==> src/include/phy_strap_defs.svh <==
// Offsets, field positions, reset values and limits of the strap merge block
// What this block does
// - Autonegotiation is on only while its strap and control bit 12 are both high.
// - A pulse on the autonegotiation strap restarts autonegotiation.
// - Full duplex is the OR of its strap and control bit 8, and is ignored while autonegotiation is on.
// - Carrier sense follows receive activity only when its strap or bit 10 of register 29 is high.
// - Serial interface mode is on when its strap or bit 1 of register 30 is high.
// - The carrier integrity monitor is on when its strap or bit 3 of register 29 is high.
// - The encoder and decoder are bypassed when their strap or bit 6 of register 29 is high.
// - The scrambler and descrambler are bypassed when their strap or bit 4 of register 29 is high.
// - 100 Mbit/s needs both the speed strap and control bit 13, and is ignored while autonegotiation is on.
// - The station address comes from a five-bit strap and address zero is no broadcast.
// - Fiber mode is on when its strap or bit 0 of register 29 is high.
// - Timer test input is low in normal use; when high the timers run faster by the selected factor.
// - Speedup select gives factors 1, 16, 64 and 256 for codes 00, 01, 10 and 11.
// - With enhanced link check on, the link drops after 31 Manchester violations.
`ifndef PHY_STRAP_DEFS_SVH
`define PHY_STRAP_DEFS_SVH

// ----------------------------------------
// Register offsets
// ----------------------------------------
`define REG_CTRL 5'h00
`define REG_CFG29 5'h1d
`define REG_CFG30 5'h1e
`define REG_STATUS 5'h1f

// ----------------------------------------
// Field positions
// ----------------------------------------
`define CTRL_SPEED_BIT 13
`define CTRL_AUTONEG_BIT 12
`define CTRL_DUPLEX_BIT 8
`define CFG29_CRS_BIT 10
`define CFG29_CODEC_BIT 6
`define CFG29_SCRAMBLER_BIT 4
`define CFG29_CARRIER_BIT 3
`define CFG29_FIBER_BIT 0
`define CFG30_SERIAL_BIT 1

// ----------------------------------------
// Reset values
// ----------------------------------------
`define CTRL_RESET 16'h3000
`define CFG29_RESET 16'h0000
`define CFG30_RESET 16'h0000

// ----------------------------------------
// Limits and factors
// ----------------------------------------
`define VIOL_LAST 5'h1e
`define SCALE_X1 9'h001
`define SCALE_X16 9'h010
`define SCALE_X64 9'h040
`define SCALE_X256 9'h100
`define WARM_DONE 3'h5

`endif

==> src/include/phy_strap_pkg.sv <==
// Types shared by the strap merge block
package phy_strap_pkg;

    typedef enum logic [1:0] {
        SPD_NONE = 2'b00,
        SPD_X16 = 2'b01,
        SPD_X64 = 2'b10,
        SPD_X256 = 2'b11
    } speedup_code_t;

    typedef enum logic [2:0] {
        LNK_DOWN = 3'b001,
        LNK_UP = 3'b010,
        LNK_TRIPPED = 3'b100
    } link_state_t;

endpackage : phy_strap_pkg

==> src/core/strap_sync.sv <==
// Two-stage synchroniser for a group of strap levels
module strap_sync #(
    parameter int WIDTH = 1
) (
    input wire logic i_ref_clk,
    input wire logic i_srst,
    input wire logic [WIDTH-1:0] i_async,
    output logic [WIDTH-1:0] o_sync
);

    logic [WIDTH-1:0] meta_r;
    logic [WIDTH-1:0] sync_r;

    // First stage feeds only the second
    always_ff @(posedge i_ref_clk) begin
        if (i_srst) begin
            meta_r <= '0;
            sync_r <= '0;
        end else begin
            meta_r <= i_async;
            sync_r <= meta_r;
        end
    end

    assign o_sync = sync_r;

endmodule : strap_sync

==> src/core/phy_strap_config_merge.sv <==
// Merge of strap inputs with management bits into effective PHY settings
`include "phy_strap_defs.svh"

module phy_strap_config_merge
    import phy_strap_pkg::*;
(
    input wire logic i_ref_clk,
    input wire logic i_srst,
    // Straps from surrounding logic
    input wire logic i_autoneg_strap,
    input wire logic i_full_duplex_strap,
    input wire logic i_carrier_sense_mode_strap,
    input wire logic i_serial_interface_strap,
    input wire logic i_carrier_integrity_strap,
    input wire logic i_codec_bypass_strap,
    input wire logic i_scrambler_bypass_strap,
    input wire logic i_speed_strap,
    input wire logic [4:0] i_station_address_strap,
    input wire logic i_fiber_select_strap,
    input wire logic i_timer_test_enable,
    input wire logic [1:0] i_timer_speedup_select,
    input wire logic i_enhanced_link_check_enable,
    // Same-clock link logic
    input wire logic i_link_raw,
    input wire logic i_manchester_violation,
    input wire logic [4:0] i_frame_phy_address,
    // Register port
    input wire logic [4:0] i_reg_addr,
    input wire logic [15:0] i_reg_wr_data,
    input wire logic i_reg_wr,
    input wire logic i_reg_rd,
    output logic [15:0] o_reg_rd_data,
    // Effective settings
    output logic o_autoneg_enable,
    output logic o_autoneg_restart,
    output logic o_full_duplex,
    output logic o_speed_100,
    output logic o_carrier_sense_rx_only,
    output logic o_serial_mode,
    output logic o_carrier_integrity_enable,
    output logic o_codec_bypass,
    output logic o_scrambler_bypass,
    output logic o_fiber_mode,
    output logic [4:0] o_station_address,
    output logic o_address_match,
    output logic [8:0] o_timer_scale,
    output logic o_autoneg_unsupported,
    output logic o_link_up
);

    // ----------------------------------------
    // Strap synchronisation
    // ----------------------------------------
    localparam int STRAP_W = 18;

    logic [STRAP_W-1:0] strap_raw;
    logic [STRAP_W-1:0] strap_sync;
    logic an_s;
    logic fdup_s;
    logic crs_s;
    logic ser_s;
    logic carin_s;
    logic codec_s;
    logic scr_s;
    logic speed_s;
    logic [4:0] addr_s;
    logic fiber_s;
    logic test_s;
    logic [1:0] sel_s;
    logic enh_s;

    assign strap_raw = {i_autoneg_strap, i_full_duplex_strap, i_carrier_sense_mode_strap,
                        i_serial_interface_strap, i_carrier_integrity_strap, i_codec_bypass_strap,
                        i_scrambler_bypass_strap, i_speed_strap, i_station_address_strap,
                        i_fiber_select_strap, i_timer_test_enable, i_timer_speedup_select,
                        i_enhanced_link_check_enable};

    strap_sync #(
        .WIDTH(STRAP_W)
    ) u_strap_sync (
        .i_ref_clk(i_ref_clk),
        .i_srst(i_srst),
        .i_async(strap_raw),
        .o_sync(strap_sync)
    );

    assign {an_s, fdup_s, crs_s, ser_s, carin_s, codec_s, scr_s, speed_s, addr_s,
            fiber_s, test_s, sel_s, enh_s} = strap_sync;

    // ----------------------------------------
    // Management registers
    // ----------------------------------------
    logic [15:0] ctrl_r;
    logic [15:0] cfg29_r;
    logic [15:0] cfg30_r;
    logic [15:0] rd_data_r;
    logic [15:0] status_word;
    logic [15:0] rd_mux;
    logic sel_ctrl;
    logic sel_cfg29;
    logic sel_cfg30;
    logic sel_status;

    assign sel_ctrl = (i_reg_addr == `REG_CTRL);
    assign sel_cfg29 = (i_reg_addr == `REG_CFG29);
    assign sel_cfg30 = (i_reg_addr == `REG_CFG30);
    assign sel_status = (i_reg_addr == `REG_STATUS);

    always_ff @(posedge i_ref_clk) begin
        if (i_srst) begin
            ctrl_r <= `CTRL_RESET;
            cfg29_r <= `CFG29_RESET;
            cfg30_r <= `CFG30_RESET;
        end else if (i_reg_wr) begin
            if (sel_ctrl) begin
                ctrl_r <= i_reg_wr_data;
            end else if (sel_cfg29) begin
                cfg29_r <= i_reg_wr_data;
            end else if (sel_cfg30) begin
                cfg30_r <= i_reg_wr_data;
            end
        end
    end

    // Unmapped offsets and the status word are read-only; writes there drop
    always_comb begin
        if (sel_ctrl) begin
            rd_mux = ctrl_r;
        end else if (sel_cfg29) begin
            rd_mux = cfg29_r;
        end else if (sel_cfg30) begin
            rd_mux = cfg30_r;
        end else if (sel_status) begin
            rd_mux = status_word;
        end else begin
            rd_mux = 16'h0000;
        end
    end

    // Data stands only in the cycle after the strobe
    always_ff @(posedge i_ref_clk) begin
        if (i_srst) begin
            rd_data_r <= 16'h0000;
        end else begin
            rd_data_r <= i_reg_rd ? rd_mux : 16'h0000;
        end
    end

    assign o_reg_rd_data = rd_data_r;

    // ----------------------------------------
    // Setting merge
    // ----------------------------------------
    logic an_nxt;
    logic restart_nxt;
    logic fdup_nxt;
    logic speed_nxt;
    logic crs_nxt;
    logic ser_nxt;
    logic carin_nxt;
    logic codec_nxt;
    logic scr_nxt;
    logic fiber_nxt;
    logic an_d_r;

    assign an_nxt = an_s & ctrl_r[`CTRL_AUTONEG_BIT];
    assign restart_nxt = an_s & ~an_d_r;
    assign fdup_nxt = ~an_nxt & (fdup_s | ctrl_r[`CTRL_DUPLEX_BIT]);
    assign speed_nxt = ~an_nxt & speed_s & ctrl_r[`CTRL_SPEED_BIT];
    assign crs_nxt = crs_s | cfg29_r[`CFG29_CRS_BIT];
    assign ser_nxt = ser_s | cfg30_r[`CFG30_SERIAL_BIT];
    assign carin_nxt = carin_s | cfg29_r[`CFG29_CARRIER_BIT];
    assign codec_nxt = codec_s | cfg29_r[`CFG29_CODEC_BIT];
    assign scr_nxt = scr_s | cfg29_r[`CFG29_SCRAMBLER_BIT];
    assign fiber_nxt = fiber_s | cfg29_r[`CFG29_FIBER_BIT];

    logic an_r;
    logic restart_r;
    logic fdup_r;
    logic speed_r;
    logic crs_r;
    logic ser_r;
    logic carin_r;
    logic codec_r;
    logic scr_r;
    logic fiber_r;

    always_ff @(posedge i_ref_clk) begin
        if (i_srst) begin
            an_d_r <= 1'b0;
            an_r <= 1'b0;
            restart_r <= 1'b0;
            fdup_r <= 1'b0;
            speed_r <= 1'b0;
            crs_r <= 1'b0;
            ser_r <= 1'b0;
            carin_r <= 1'b0;
            codec_r <= 1'b0;
            scr_r <= 1'b0;
            fiber_r <= 1'b0;
        end else begin
            an_d_r <= an_s;
            an_r <= an_nxt;
            restart_r <= restart_nxt;
            fdup_r <= fdup_nxt;
            speed_r <= speed_nxt;
            crs_r <= crs_nxt;
            ser_r <= ser_nxt;
            carin_r <= carin_nxt;
            codec_r <= codec_nxt;
            scr_r <= scr_nxt;
            fiber_r <= fiber_nxt;
        end
    end

    assign o_autoneg_enable = an_r;
    assign o_autoneg_restart = restart_r;
    assign o_full_duplex = fdup_r;
    assign o_speed_100 = speed_r;
    assign o_carrier_sense_rx_only = crs_r;
    assign o_serial_mode = ser_r;
    assign o_carrier_integrity_enable = carin_r;
    assign o_codec_bypass = codec_r;
    assign o_scrambler_bypass = scr_r;
    assign o_fiber_mode = fiber_r;

    // ----------------------------------------
    // Station address and timer speedup
    // ----------------------------------------
    logic [4:0] addr_r;
    logic match_r;
    logic [8:0] scale_nxt;
    logic [8:0] scale_r;
    logic unsup_r;
    speedup_code_t sel_code;

    assign sel_code = speedup_code_t'(sel_s);

    always_comb begin
        case (sel_code)
            SPD_X16: scale_nxt = `SCALE_X16;
            SPD_X64: scale_nxt = `SCALE_X64;
            SPD_X256: scale_nxt = `SCALE_X256;
            default: scale_nxt = `SCALE_X1;
        endcase
    end

    always_ff @(posedge i_ref_clk) begin
        if (i_srst) begin
            addr_r <= 5'h00;
            match_r <= 1'b0;
            scale_r <= `SCALE_X1;
            unsup_r <= 1'b0;
        end else begin
            addr_r <= addr_s;
            // exact match only, zero is no broadcast
            match_r <= (i_frame_phy_address == addr_s);
            // normal rate unless test input high
            scale_r <= test_s ? scale_nxt : `SCALE_X1;
            // flag the speedup where autoneg fails
            unsup_r <= test_s & (sel_code == SPD_X256);
        end
    end

    assign o_station_address = addr_r;
    assign o_address_match = match_r;
    assign o_timer_scale = scale_r;
    assign o_autoneg_unsupported = unsup_r;

    // ----------------------------------------
    // Enhanced link check
    // ----------------------------------------
    link_state_t lnk_r;
    link_state_t lnk_nxt;
    logic [4:0] viol_r;
    logic [4:0] viol_nxt;
    logic trip;

    assign trip = enh_s & i_manchester_violation & (viol_r == `VIOL_LAST);

    always_comb begin
        lnk_nxt = lnk_r;
        case (lnk_r)
            LNK_DOWN: begin
                if (i_link_raw) begin
                    lnk_nxt = LNK_UP;
                end
            end
            LNK_UP: begin
                if (!i_link_raw) begin
                    lnk_nxt = LNK_DOWN;
                end else if (trip) begin
                    lnk_nxt = LNK_TRIPPED;
                end
            end
            LNK_TRIPPED: begin
                // Stays down until the raw link drops, so a noisy line cannot flap
                if (!i_link_raw) begin
                    lnk_nxt = LNK_DOWN;
                end
            end
            default: lnk_nxt = LNK_DOWN;
        endcase
    end

    always_comb begin
        if (lnk_r != LNK_UP || !enh_s) begin
            viol_nxt = 5'h00;
        end else if (i_manchester_violation) begin
            viol_nxt = 5'(viol_r + 5'h01);
        end else begin
            viol_nxt = viol_r;
        end
    end

    always_ff @(posedge i_ref_clk) begin
        if (i_srst) begin
            lnk_r <= LNK_DOWN;
            viol_r <= 5'h00;
        end else begin
            lnk_r <= lnk_nxt;
            viol_r <= viol_nxt;
        end
    end

    assign o_link_up = (lnk_r == LNK_UP);

    assign status_word = {3'h0, test_s, unsup_r, (lnk_r == LNK_TRIPPED), o_link_up, fiber_r,
                          scr_r, codec_r, carin_r, ser_r, crs_r, speed_r, fdup_r, an_r};

    // ----------------------------------------
    // Assertions
    // ----------------------------------------
    logic [2:0] warm_r;

    always_ff @(posedge i_ref_clk) begin
        if (i_srst) begin
            warm_r <= 3'h0;
        end else if (warm_r != `WARM_DONE) begin
            warm_r <= 3'(warm_r + 3'h1);
        end
    end

    a_autoneg_and_merge: assert property (
        @(posedge i_ref_clk) disable iff (i_srst)
        (warm_r == `WARM_DONE) |->
            (o_autoneg_enable == ($past(i_autoneg_strap, 3) && $past(ctrl_r[`CTRL_AUTONEG_BIT])))
    ) else $error("autoneg enable differs from strap AND bit");

    a_restart_edge_pulse: assert property (
        @(posedge i_ref_clk) disable iff (i_srst)
        (warm_r == `WARM_DONE) |->
            (o_autoneg_restart == ($past(i_autoneg_strap, 3) && !$past(i_autoneg_strap, 4)))
    ) else $error("restart pulse not tied to strap rising edge");

    a_restart_single_cycle: assert property (
        @(posedge i_ref_clk) disable iff (i_srst)
        o_autoneg_restart |=> !o_autoneg_restart
    ) else $error("restart pulse longer than one cycle");

    a_duplex_or_merge: assert property (
        @(posedge i_ref_clk) disable iff (i_srst)
        (warm_r == `WARM_DONE) |-> (o_full_duplex == (!o_autoneg_enable &&
            ($past(i_full_duplex_strap, 3) || $past(ctrl_r[`CTRL_DUPLEX_BIT]))))
    ) else $error("full duplex differs from forced OR merge");

    a_speed_and_merge: assert property (
        @(posedge i_ref_clk) disable iff (i_srst)
        (warm_r == `WARM_DONE) |-> (o_speed_100 == (!o_autoneg_enable &&
            $past(i_speed_strap, 3) && $past(ctrl_r[`CTRL_SPEED_BIT])))
    ) else $error("speed differs from forced AND merge");

    a_crs_or_merge: assert property (
        @(posedge i_ref_clk) disable iff (i_srst)
        (warm_r == `WARM_DONE) |-> (o_carrier_sense_rx_only ==
            ($past(i_carrier_sense_mode_strap, 3) || $past(cfg29_r[`CFG29_CRS_BIT])))
    ) else $error("carrier sense mode differs from OR merge");

    a_serial_or_merge: assert property (
        @(posedge i_ref_clk) disable iff (i_srst)
        (warm_r == `WARM_DONE) |-> (o_serial_mode ==
            ($past(i_serial_interface_strap, 3) || $past(cfg30_r[`CFG30_SERIAL_BIT])))
    ) else $error("serial mode differs from OR merge");

    a_bypass_or_merge: assert property (
        @(posedge i_ref_clk) disable iff (i_srst)
        (warm_r == `WARM_DONE) |-> (o_codec_bypass ==
            ($past(i_codec_bypass_strap, 3) || $past(cfg29_r[`CFG29_CODEC_BIT])))
    ) else $error("codec bypass differs from OR merge");

    a_scrambler_or_merge: assert property (
        @(posedge i_ref_clk) disable iff (i_srst)
        (warm_r == `WARM_DONE) |-> (o_scrambler_bypass ==
            ($past(i_scrambler_bypass_strap, 3) || $past(cfg29_r[`CFG29_SCRAMBLER_BIT])))
    ) else $error("scrambler bypass differs from OR merge");

    a_carrier_fiber_merge: assert property (
        @(posedge i_ref_clk) disable iff (i_srst)
        (warm_r == `WARM_DONE) |-> ((o_carrier_integrity_enable ==
            ($past(i_carrier_integrity_strap, 3) || $past(cfg29_r[`CFG29_CARRIER_BIT]))) &&
            (o_fiber_mode == ($past(i_fiber_select_strap, 3) || $past(cfg29_r[`CFG29_FIBER_BIT]))))
    ) else $error("carrier integrity or fiber differs from OR merge");

    a_address_no_broadcast: assert property (
        @(posedge i_ref_clk) disable iff (i_srst)
        (warm_r == `WARM_DONE) |->
            (o_address_match == ($past(i_frame_phy_address) == $past(i_station_address_strap, 3)))
    ) else $error("address match not an exact compare");

    a_timer_scale_code: assert property (
        @(posedge i_ref_clk) disable iff (i_srst)
        (warm_r == `WARM_DONE) |-> (o_timer_scale == (!$past(i_timer_test_enable, 3) ? `SCALE_X1 :
            ($past(i_timer_speedup_select, 3) == 2'h1) ? `SCALE_X16 :
            ($past(i_timer_speedup_select, 3) == 2'h2) ? `SCALE_X64 :
            ($past(i_timer_speedup_select, 3) == 2'h3) ? `SCALE_X256 : `SCALE_X1))
    ) else $error("timer scale wrong for select code");

    a_link_trip_count: assert property (
        @(posedge i_ref_clk) disable iff (i_srst)
        (o_link_up && enh_s && i_manchester_violation && (viol_r == `VIOL_LAST)) |=> !o_link_up
    ) else $error("link not dropped on 31st violation");

    a_link_no_early_trip: assert property (
        @(posedge i_ref_clk) disable iff (i_srst)
        (o_link_up && (viol_r != `VIOL_LAST)) |=> (lnk_r != LNK_TRIPPED)
    ) else $error("link tripped before 31 violations");

    a_read_one_cycle: assert property (
        @(posedge i_ref_clk) disable iff (i_srst)
        !i_reg_rd |=> (o_reg_rd_data == 16'h0000)
    ) else $error("read data outside the answer cycle");

endmodule : phy_strap_config_merge

==> config.mk <==
export PLATFORM = sky130hd
export DESIGN_NAME = phy_strap_config_merge
export DESIGN_NICKNAME = d
export VERILOG_FILES = /design/src/include/phy_strap_pkg.sv /design/src/core/strap_sync.sv /design/src/core/phy_strap_config_merge.sv
export VERILOG_INCLUDE_DIRS = /design/src /design/src/include
export SDC_FILE = /design/constraint.sdc
export NUM_CORES = 1
export LEC_CHECK = 0
export BUFFER_PORTS_ARGS = -buffer_cell sky130_fd_sc_hd__buf_2
export CAP_MARGIN = 20
export CORE_ASPECT_RATIO = 0.75
export CORE_MARGIN = 2
export CORE_UTILIZATION = 50
export DETAILED_ROUTE_END_ITERATION = 16
export GPL_ROUTABILITY_DRIVEN = 0
export GPL_TIMING_DRIVEN = 0
export PLACE_DENSITY = 0.76
export SYNTH_ARGS = -nofsm -noshare
export SYNTH_HDL_FRONTEND = slang
export SYNTH_SLANG_ARGS = --single-unit
==> constraint.sdc <==
create_clock -name i_ref_clk -period 1.6 [get_ports i_ref_clk]
set_input_delay 0.24 -clock i_ref_clk [delete_from_list [all_inputs] [get_ports i_ref_clk]]
set_output_delay 0.24 -clock i_ref_clk [all_outputs]
set_load 0.005 [all_outputs]
; ---- Yosys cells after proc, flatten, opt, wreduce, memory -nomap -nowiden
; Cells that the tools add are included.
[word_totals]
reg_bits = 135
[op_classes]
n_addsub = 1
eq_ne = 15
n_mux = 10
bitwise_logic = 21
n_reduce_logical = 10
[op_table]
columns = op, n
row1 = $mux W16, 3
row2 = $pmux W9 S3, 1
row3 = $eq A5 B5 Y1 const B, 4
row4 = $mux W13, 1
row5 = $mux W3, 4
row6 = $pmux W3 S3, 1
row7 = $and A1 B1 Y1, 8
row8 = $or A1 B1 Y1, 7
row9 = $ne A3 B2 Y1 const B, 2
row10 = $not A1 Y1, 6
row11 = $reduce_and A3 Y1, 2
row12 = $reduce_or A2 Y1, 3
row13 = $add A5 B1 Y5 const B, 1
row14 = $eq A5 B5 Y1, 1
row15 = $logic_not A5 Y1, 1
row16 = $eq A2 B2 Y1 const B, 2
row17 = $ne A2 B2 Y1 const B, 2
row18 = $reduce_and A4 Y1, 1
row19 = $eq A3 B1 Y1 const B, 1
row20 = $eq A3 B2 Y1 const B, 1
row21 = $eq A3 B3 Y1 const B, 1
row22 = $eq A2 B1 Y1 const B, 1
row23 = $reduce_and A2 Y1, 1
row24 = $logic_not A1 Y1, 1
row25 = $logic_or A1 B1 Y1, 1

; ---- Depth between registers and ports, before layout
; Gate-level depths: netlist (run 1).
[depth]
depth_word = 5
depth_mapped = 7
ltp_nobuf = 5

; ---- By module
; From an unflattened synthesis (run 1), not the netlist that was laid out.
[unflattened]
hier_cells = 477
hier_area_um2 = 4575.6
[by_module_without_submodules]
columns = module, n_inst, cells_per_inst, area_per_inst_um2
row1 = phy_strap_config_merge, 1, 402, 3580.9
row2 = strap_sync, 1, 75, 994.7

; ---- Least setup slack after synthesis (run 1)
; OpenSTA, ideal clock, no wires.
[synth_path]
path_type = input to register
startpoint = in i_reg_addr[0]
endpoint = reg ctrl_r[12]
arrival_ns = 1.393
required_time_ns = 1.457
path_slack_ns = 0.064
path_stages = 6
n_path_buf = 3
path_cell_list = buf_6 -> or4_4 -> buf_6 -> buf_6 -> o31ai_2 -> o311ai_1
[synth_via]
elab_chain_cells = 2
[synth_rtl]
columns = element, line
row1 = "start, declared", phy_strap_config_merge.sv:28  ; input wire logic [4:0] i_reg_addr,
row2 = $logic_not A5 Y1 (no line), -
row3 = $reduce_and A2 Y1 (no line), -
row4 = "end signal, assigned", phy_strap_config_merge.sv:111  ; ctrl_r <= `CTRL_RESET;
row5 = "end signal, assigned", phy_strap_config_merge.sv:116  ; ctrl_r <= i_reg_wr_data;
row6 = "end, declared", phy_strap_config_merge.sv:93  ; logic [15:0] ctrl_r;
; No other way between the ends.
; A chain may end at the register's enable or synchronous reset.

; ---- Worst setup path in the final report (run 1)
[layout_path]
startpoint = in i_reg_addr[1]
endpoint = reg rd_data_r[7], in the netlist o_reg_rd_data[7]
[layout_via]
elab_chain_cells = 5
word_cells_on_any_way = 8
[layout_rtl]
columns = element, line
row1 = $eq A5 B5 Y1 (no line), -
row2 = $mux W13, phy_strap_config_merge.sv:133  ; end else if (sel_status) begin
row3 = $mux W16, phy_strap_config_merge.sv:131  ; end else if (sel_cfg30) begin
row4 = $mux W16, phy_strap_config_merge.sv:129  ; end else if (sel_cfg29) begin
row5 = $mux W16 *, phy_strap_config_merge.sv:127  ; if (sel_ctrl) begin
row6 = "end signal, assigned", phy_strap_config_merge.sv:145  ; rd_data_r <= i_reg_rd ? rd_mux : 16'h0000;
row7 = "end, declared", phy_strap_config_merge.sv:96  ; logic [15:0] rd_data_r;
; Every way passes the cells marked *; elsewhere a longest branch is shown, timed or not.

==> out/qor.txt, run 1 <==
run status: finished, final reports clean
clock tree from TritonCTS: yes
Worst-Margin Slew: 813 ps
final worst-path cycle share: 98.2%
Period minus WS final: 1570 ps
GRT Residual Overflow: 0
final design utilization: 62.4%
worst setup path start: i_reg_addr[1]
top-level I/O count: 93
latest clock arrival within the worst-skew pair: 420 ps
final number of setup-violating endpoints: 0
Synth top cells by count: dfxtp_1, nor2b_1, nand2_1
highest cell delay on the worst timing path: 540 ps
Worst Setup EP: o_reg_rd_data[7]
total global routing track utilization: 26.1%
worst-case clock buffer depth: 2
number of sinks driven by the clock tree: 130
number of buffers and inverters on the critical path: 3
reg-to-reg startpoint: viol_r[0]
class of the most critical setup path: in2reg
worst clock skew: 7.46 ps
Seq/Total Area, Yosys: 50.6%
vias in the first global route: 4305
detailed-route via count: 4598
required time reported for the critical path endpoint: 1880 ps
routed wirelength normalized by instance count: 18.0 um
cell type contributing the most total cell area after synthesis: dfxtp_1
number of buffers created by CTS: 17
Std-Cell Rows: 32
final antenna-violating net count: 0
top achievable clock speed: 636 MHz
maximum vdd drop: 0.000864 V
type of element launching the critical path: primary input
leading post-synthesis cells by cell area: dfxtp_1, nor2b_1, nand3_1
Synth Instances: 540
count of flip-flops with a built-in enable after synthesis: 0
final setup margin: 28.1 ps
layout cells sized above 1: 22.8%
flop-to-flop setup slack: 140 ps
area post-placement: 5740 um2
cells on worst reg2reg path: 5
Total Routed Length: 14.3 mm
cell area after technology mapping: 5140 um2
warnings from Yosys: 0
max-slew violation total from the final report: 0
wire length of the first global-routing pass: 22.0 mm
Port-buffer cells: 83
mean instance size in the synthesized netlist: 9.53 um2
via/cell ratio: 5.78
H-tree Lvls: 4
pin count of the biggest net entering global routing: 17
area enclosed by the die boundary: 11100 um2
top flip-flop cell by instance count after synthesis: dfxtp_1
final hold violation count: 0
post-route DRC violation count: 0
share of async-settable or async-resettable flops after synthesis: 0%
Most common cell on crit path: clkbuf_1
area of all placed cells without fillers: 6320 um2
Floorplan Core Area: 10100 um2
antenna violations before repair: 0
cell at the root of the clock tree: clkbuf_16
worst-path fanout max: 10
antenna diode instance count: 0
post-synth top area share: 50.6%
setup slack at placement: -297 ps
cell-by-cell listing of the critical path: clkbuf_1 -> clkbuf_1 -> buf_2 -> a2bb2oi_1 -> a31oi_1
Critical-path top delay cell: clkbuf_1
initial core utilization: 50.8%
worst reg2reg endpoint: lnk_r[2]
number of nets in the layout: 698
total leakage power: 0.00242 uW
Final HPWL DP: 9.90 mm
vertical die dimension: 91.8 um
count of routing violations after the opening detailed-route iteration: 574
Cell variety after synth: 41
CTS Hold Buffers Added: 0
number of storage elements in the synthesis netlist: 130
most frequently used cell type in the post-synthesis netlist: dfxtp_1
critical path arrival: 1850 ps
# Max-Cap Violations: 0
kind of end point of the critical path: flip-flop
number of buffers added for setup after CTS: 0
class of the tightest hold or removal check: in2reg
total power divided by cell area: 1200 nW/um2
clock-pin slew on the worst setup and hold paths: 50 ps
First-pass DRT Iterations: 6
setup repair after global routing missed its margin: false
area growth from synthesis to layout: 22.9%
worst max-slew margin expressed relative to the limit: 45.8%
cell family contributing the most delay on the critical path: buffers and inverters
Die Wd: 121 um
Critical Path Stages: 5
==> per-layer routing <==
layer / wire length, um / vias to the layer above / GRT usage, %
li1: - / 2110 / -
met1: 6060 / 2152 / 35.3
met2: 6270 / 302 / 38.5
met3: 1650 / 34 / 8.15
met4: 322 / 0 / 10.8
met5: 0 / - / 0
==> registers in the layout (all words and copies together) (netlist names) <==
signal                      cells
o_autoneg_restart               1
o_reg_rd_data                  16
o_codec_bypass                  1
o_autoneg_enable                1
cfg29_r                        16
o_address_match                 1
o_full_duplex                   1
cfg30_r                        16
o_carrier_integrity_enable      1
viol_r                          5
an_d_r                          1
o_carrier_sense_rx_only         1
lnk_r                           3
o_fiber_mode                    1
o_timer_scale                   4
u_strap_sync.o_sync            18
o_scrambler_bypass              1
o_station_address               5
o_speed_100                     1
u_strap_sync.meta_r            18
o_serial_mode                   1
o_autoneg_unsupported           1
ctrl_r                         16
==> cells by family (layout without fill, tap and decap cells) <==
logic type	Yosys count	after routing	share of synthesized area, %
AO/OA/AOI/OAI	118	118	16.0
XOR/XNOR	9	9	1.53
other	1	5	0.0729
adder cells (fa/ha/maj)	2	2	0.486
multiplexers	16	16	3.11
flip-flops	130	130	50.6
AND/OR/NAND/NOR	202	202	22.2
buffers and inverters	62	177	6.06
==> what timing repair did <==
action                                  in CTS  in global routing
gates resized for setup                      1                  0
hold endpoints to repair                     0                  0
endpoints found under the setup margin       1                  0
==> where the power goes <==
part | switching (uW) | internal, uW | total (uW)
clock network | 1370 | 2360 | 3730
registers | 30.6 | 3310 | 3340
logic | 315 | 179 | 493
total | 1710 | 5850 | 7560
==> cell usage in the layout (no fill, tap or decap), types with 3 or more instances in the layout <==
cell type	count
a31oi_1	16
inv_1	4
nand3b_1	3
nand2_1	39
and3_1	4
clkbuf_16	17
nor2b_1	58
buf_2	92
o21ai_0	7
o31ai_1	20
clkbuf_1	37
xnor2_1	5
o31ai_2	12
nand4_1	17
conb_1	5
nand3_1	33
nand2b_1	3
buf_6	6
buf_4	6
clkinv_2	5
nor2_1	19
a21oi_1	32
o21ai_1	10
dfxtp_1	130
a2bb2oi_1	13
mux2i_1	16
xor2_1	4
a211oi_1	3
nand4b_1	15
==> metrics by stage <==
stage          setup TNS [ps]  hold WS, ps  total power, uW  std cells
6_report                    0         34.8             7560        795
5_1_grt                     0         26.3             7780        795
4_1_cts                     0         27.6             7570        795
3_5_place_dp            -9820          378             3880        763
3_3_place_gp            -8270          372             3860        763
2_1_floorplan               0          367             3680        544
==> worst min-delay path by stage <==
stage,from,end,slack (ps),cells past startpoint
after global placement,an_d_r,o_autoneg_restart,370,1
after global routing,i_codec_bypass_strap,u_strap_sync.meta_r[12],30,2
after CTS,i_station_address_strap[3],u_strap_sync.meta_r[8],30,2
after detailed placement,an_d_r,o_autoneg_restart,380,1
final,i_station_address_strap[3],u_strap_sync.meta_r[8],30,2
after floorplan,an_d_r,o_autoneg_restart,370,1
==> area by class of cell <==
class                           count  area, um2
Inverter                            6       22.5
Buffer                             56        289
Multi-Input combinational cell    352       2250
Clock buffer                       22        464
Clock inverter                     10        109
Timing Repair Buffer               83        415
Sequential cell                   130       2600
Tap cell                          136        170
Fill cell                         882       3810
Note: power is estimated with default switching activity, not from simulation.
==> inputs of run 2 (changes only) <==
Settings changed: BUFFER_PORTS_ARGS -buffer_cell sky130_fd_sc_hd__buf_2 to -buffer_cell sky130_fd_sc_hd__buf_4, CORE_UTILIZATION 50 to 52, CTS_BUF_LIST from default to sky130_fd_sc_hd__clkbuf_4 sky130_fd_sc_hd__clkbuf_8, PLACE_DENSITY 0.76 to 0.78.
==> run 2 against run 1 <==
Net effect: wire length is 0.88% lower; critical endpoint is now o_link_up; critical path depth is 3 lower; via count is 1.8% higher; clock skew is 2.5 ps higher; sequential share of layout area is 1.3 points lower; die area is 3.7% lower; maximum frequency is 2.6% higher.
==> out/qor.txt, run 2 (synthesis results as in run 1) <==
setup TNS after final layout: 0 ps
kind of end point of the critical path: output port
final hold violation count: 0
Worst-Margin Slew: 700 ps
worst-path fanout max: 5
maximum vdd drop: 0.00108 V
final instance count without filler cells: 803
cells on worst reg2reg path: 4
area growth from synthesis to layout: 27.0%
GRT Residual Overflow: 0
clock-pin slew on the worst setup and hold paths: 80 ps
total leakage power: 0.00244 uW
worst hold margin: 8.25 ps
Die Wd: 119 um
antenna violations before repair: 0
overall power after layout: 7010 uW
layout cells sized above 1: 22.8%
number of buffers created by CTS: 17
Floorplan Core Area: 9660 um2
post-route DRC violation count: 0
final antenna-violating net count: 0
First-pass DRT Iterations: 5
H-tree Lvls: 4
start point of the worst hold path: i_station_address_strap[0]
area enclosed by the die boundary: 10700 um2
total global routing track utilization: 26.7%
pin count of the biggest net entering global routing: 17
clock tree from TritonCTS: yes
area post-placement: 5950 um2
reg-to-reg startpoint: viol_r[1]
vertical die dimension: 90.1 um
most common cell after layout, fill and taps aside: dfxtp_1
worst-case clock buffer depth: 2
required time reported for the critical path endpoint: 1360 ps
antenna diode instance count: 0
critical path arrival: 1290 ps
class of the tightest hold or removal check: in2reg
flop-to-flop setup slack: 150 ps
# Max-Cap Violations: 0
top achievable clock speed: 653 MHz
Worst Hold Depth: 2
detailed-route via count: 4680
placed cell count: 759
initial core utilization: 53.3%
vias in the first global route: 4318
commonest non-fill, non-tap cells in the layout: dfxtp_1, buf_4, nor2b_1
Port-buffer cells: 83
number of sinks driven by the clock tree: 130
run status: finished, final reports clean
total power divided by cell area: 1070 nW/um2
class of the most critical setup path: reg2out
worst clock skew: 9.93 ps
worst max-slew margin expressed relative to the limit: 53.0%
Total Routed Length: 14.2 mm
via/cell ratio: 5.83
number of buffers added for setup after CTS: 0
wire length of the first global-routing pass: 22.3 mm
final worst-path cycle share: 95.7%
final number of setup-violating endpoints: 0
fillcell total: 762
top-level I/O count: 93
Final HPWL DP: 9.90 mm
count of routing violations after the opening detailed-route iteration: 470
Std-Cell Rows: 31
max-slew violation total from the final report: 0
Worst Hold Endpoint: u_strap_sync.meta_r[5]
worst reg2reg endpoint: lnk_r[2]
latest clock arrival within the worst-skew pair: 450 ps
area of all placed cells without fillers: 6530 um2
cell at the root of the clock tree: clkbuf_8
setup repair after global routing missed its margin: false
routed wirelength normalized by instance count: 17.6 um
number of nets in the layout: 710
type of element launching the critical path: flip-flop
Period minus WS final: 1530 ps
run 2: cell types whose count changed in the layout (fill, tap and decap cells not counted), moves of 3 or more:
cell	delta
buf_2	-83
buf_4	+83
clkbuf_1	-3
clkbuf_16	-17
clkbuf_8	+16
clkinv_2	-5
clkinv_4	+3
dlygate4sd3_1	+12
inv_6	+3
run 2: final cells by class:
| cell class | instances | area (um2) | share of cell area [%] |
|---|---|---|---|
| clock inverter | 14 | 204 | 3.12 |
| buffer | 56 | 289 | 4.43 |
| sequential | 130 | 2600 | 39.9 |
| clock buffer | 18 | 248 | 3.79 |
| inverter | 6 | 22.5 | 0.345 |
| multi-input combinational | 352 | 2260 | 34.5 |
| tap | 132 | 165 | 2.53 |
| timing repair buffer | 95 | 743 | 11.4 |
run 2: critical path: stages (launching register included):
cell and delay, ps:
dfxtp_1 410, nor3b_4 290, buf_4 160
run 2: how the worst max path moves through the flow:
stage	start	endpoint	cells past startpoint
2_1_floorplan	i_reg_addr[0]	ctrl_r[12]	6
3_3_place_gp	i_reg_addr[1]	o_reg_rd_data[7]	5
3_5_place_dp	i_srst	cfg30_r[14]	5
4_1_cts	lnk_r[1]	o_link_up	2
5_1_grt	lnk_r[1]	o_link_up	2
6_report	lnk_r[1]	o_link_up	2
run 2: report_power, final:
part           switching, uW  leakage [uW]  internal [uW]
clock                   1370      0.000216           1760
combinational            311       0.00117            237
sequential              31.9       0.00106           3300
total                   1710       0.00244           5300
run 2: what timing repair did:
item | CTS | global route
setup endpoints to repair | 1 | 1
hold buffers | 11 | 1
pin swaps | 0 | 0
resized for setup | 1 | 1
endpoints found under the hold margin | 11 | 1
run 2: metal layers:
metal | wire (um) | global-route usage (%) | vias up
met5 | 0 | 0 | -
met4 | 438 | 10.6 | 0
met3 | 1470 | 6.66 | 58
met2 | 6210 | 40.2 | 315
met1 | 6050 | 36.6 | 2171
li1 | - | - | 2136
run 2: metrics by stage:
step / worst slack [ps] / utilization [%]
2_1_floorplan: 64.1 / -
3_3_place_gp: -190 / 61.6
3_5_place_dp: -265 / 61.6
4_1_cts: 39.1 / 67.4
5_1_grt: 35.6 / 67.6
6_report: 68.4 / 67.6
==> inputs of run 3 (changes only) <==
Settings changed: PLACE_DENSITY 0.78 to default, PLACE_DENSITY_LB_ADDON from default to 0.3.
==> run 3 against run 2 <==
Net effect: register-to-register slack about the same; worst setup slack worse by 54 ps; cell count down 0.87%; combinational power down 3%; critical endpoint unchanged; largest power group unchanged.
==> out/qor.txt, run 3 (synthesis results as in run 1) <==
area growth from synthesis to layout: 24.3%
setup repair after global routing missed its margin: false
number of sinks driven by the clock tree: 130
commonest non-fill, non-tap cells in the layout: dfxtp_1, buf_4, nor2b_1
final worst-path cycle share: 99.1%
H-tree Lvls: 4
number of nets in the layout: 703
worst-path fanout max: 5
type of element launching the critical path: flip-flop
area enclosed by the die boundary: 10700 um2
area occupied by multi-input gates: 2260 um2
Worst-Margin Slew: 695 ps
final antenna-violating net count: 0
via/cell ratio: 5.77
final number of setup-violating endpoints: 0
Clk pwr share: 40.9%
clock tree from TritonCTS: yes
required time reported for the critical path endpoint: 1360 ps
overall power after layout: 6540 uW
sequential group share of total power: 51.0%
Floorplan Core Area: 9660 um2
maximum vdd drop: 0.000624 V
most common cell after layout, fill and taps aside: dfxtp_1
internal power component: 4920 uW
antenna diode instance count: 0
total power divided by cell area: 1020 nW/um2
pin count of the biggest net entering global routing: 17
switching fraction of total power: 24.8%
max-slew violation total from the final report: 0
vias in the first global route: 4383
worst clock skew: 8.94 ps
Total Routed Length: 13.8 mm
Seq. cell area: 2600 um2
critical path arrival: 1350 ps
total global routing track utilization: 26.1%
top-level I/O count: 93
GRT Residual Overflow: 0
latest clock arrival within the worst-skew pair: 440 ps
class of the tightest hold or removal check: in2reg
area of all placed cells without fillers: 6390 um2
top achievable clock speed: 631 MHz
wire length of the first global-routing pass: 22.0 mm
Die Wd: 119 um
worst-case clock buffer depth: 2
worst max-slew margin expressed relative to the limit: 53.7%
final hold violation count: 0
area post-placement: 5950 um2
final design utilization: 66.2%
vertical die dimension: 90.1 um
# Max-Cap Violations: 0
fillcell total: 794
part of the power in combinational logic: 8.1%
Period minus WS final: 1590 ps
Std-Cell Rows: 31
Net Switching: 1620 uW
count of routing violations after the opening detailed-route iteration: 620
run status: finished, final reports clean
number of buffers created by CTS: 17
First-pass DRT Iterations: 5
final setup margin: 14.4 ps
routed wirelength normalized by instance count: 17.3 um
post-route DRC violation count: 0
layout cells sized above 1: 23.0%
detailed-route via count: 4596
initial core utilization: 53.3%
antenna violations before repair: 0
clock-pin slew on the worst setup and hold paths: 70 ps
class of the most critical setup path: reg2out
cell at the root of the clock tree: clkbuf_8
Port-buffer cells: 83
setup slack at placement: -268 ps
Final HPWL DP: 9.79 mm
total leakage power: 0.00238 uW
kind of end point of the critical path: output port
run 3: cell count changes in the layout (fill, tap and decap cells not counted):
cell | previous run | this run
bufinv_16 | 4 | 2
clkinv_4 | 4 | 3
clkbuf_8 | 18 | 17
dlygate4sd3_1 | 12 | 5
clkbuf_4 | 0 | 1
clkinv_2 | 0 | 5
clkinvlp_4 | 3 | 4
inv_6 | 3 | 0
run 3: worst paths after layout:
check	endpoint	slack, ps	start	cells past startpoint
worst min-delay path	u_strap_sync.meta_r[15]	10	i_carrier_sense_mode_strap	2
worst max register to register	lnk_r[2]	140	viol_r[1]	4
worst min register to register	o_autoneg_restart	380	an_d_r	1
worst max-delay path	o_link_up	10	lnk_r[1]	2
run 3: timing repair:
action                     in CTS  in global routing
pin swaps                       0                  0
setup endpoints to repair       1                  1
hold endpoints to repair        5                  0
setup buffers                   0                  0
cloned                          0                  0
hold buffers                    5                  0
gates resized for setup         1                  1
run 3: cell type report:
type | instances | share of cell area, %
Tap cell | 132 | 2.58
Timing Repair Buffer | 88 | 10.5
Multi-Input combinational cell | 352 | 35.3
Sequential cell | 130 | 40.7
Buffer | 56 | 4.52
Clock buffer | 18 | 3.78
Inverter | 6 | 0.352
Clock inverter | 14 | 2.21
run 3: power by group through the flow:
stage          Combinational (uW)  Sequential [uW]  Clock, uW
6_report                      531             3340       2670
5_1_grt                       570             3340       2830
4_1_cts                       519             3330       2700
3_5_place_dp                  506             3410          0
3_3_place_gp                  494             3400          0
2_1_floorplan                 281             3400          0
run 3: per-layer routing:
metal | vias up | GRT usage, % | share of wire, %
met5 | - | 0 | 0
met4 | 0 | 10.3 | 2.0
met3 | 31 | 6.41 | 9.9
met2 | 271 | 39.8 | 45
met1 | 2163 | 35.5 | 43
li1 | 2131 | - | -
run 3: per-stage QoR:
| step | setup TNS, ps | cells | hold WS, ps |
|---|---|---|---|
| global route | 0 | 796 | 1.73 |
| floorplan | 0 | 544 | 367 |
| finish | 0 | 796 | 13.0 |
| global placement | -6090 | 759 | 372 |
| CTS | 0 | 796 | 0.334 |
| detailed placement | -7980 | 759 | 376 |
run 3: critical path: stages, from the launching register on:
cell and delay, ps:
dfxtp_1 430, nor3b_4 320, buf_4 160
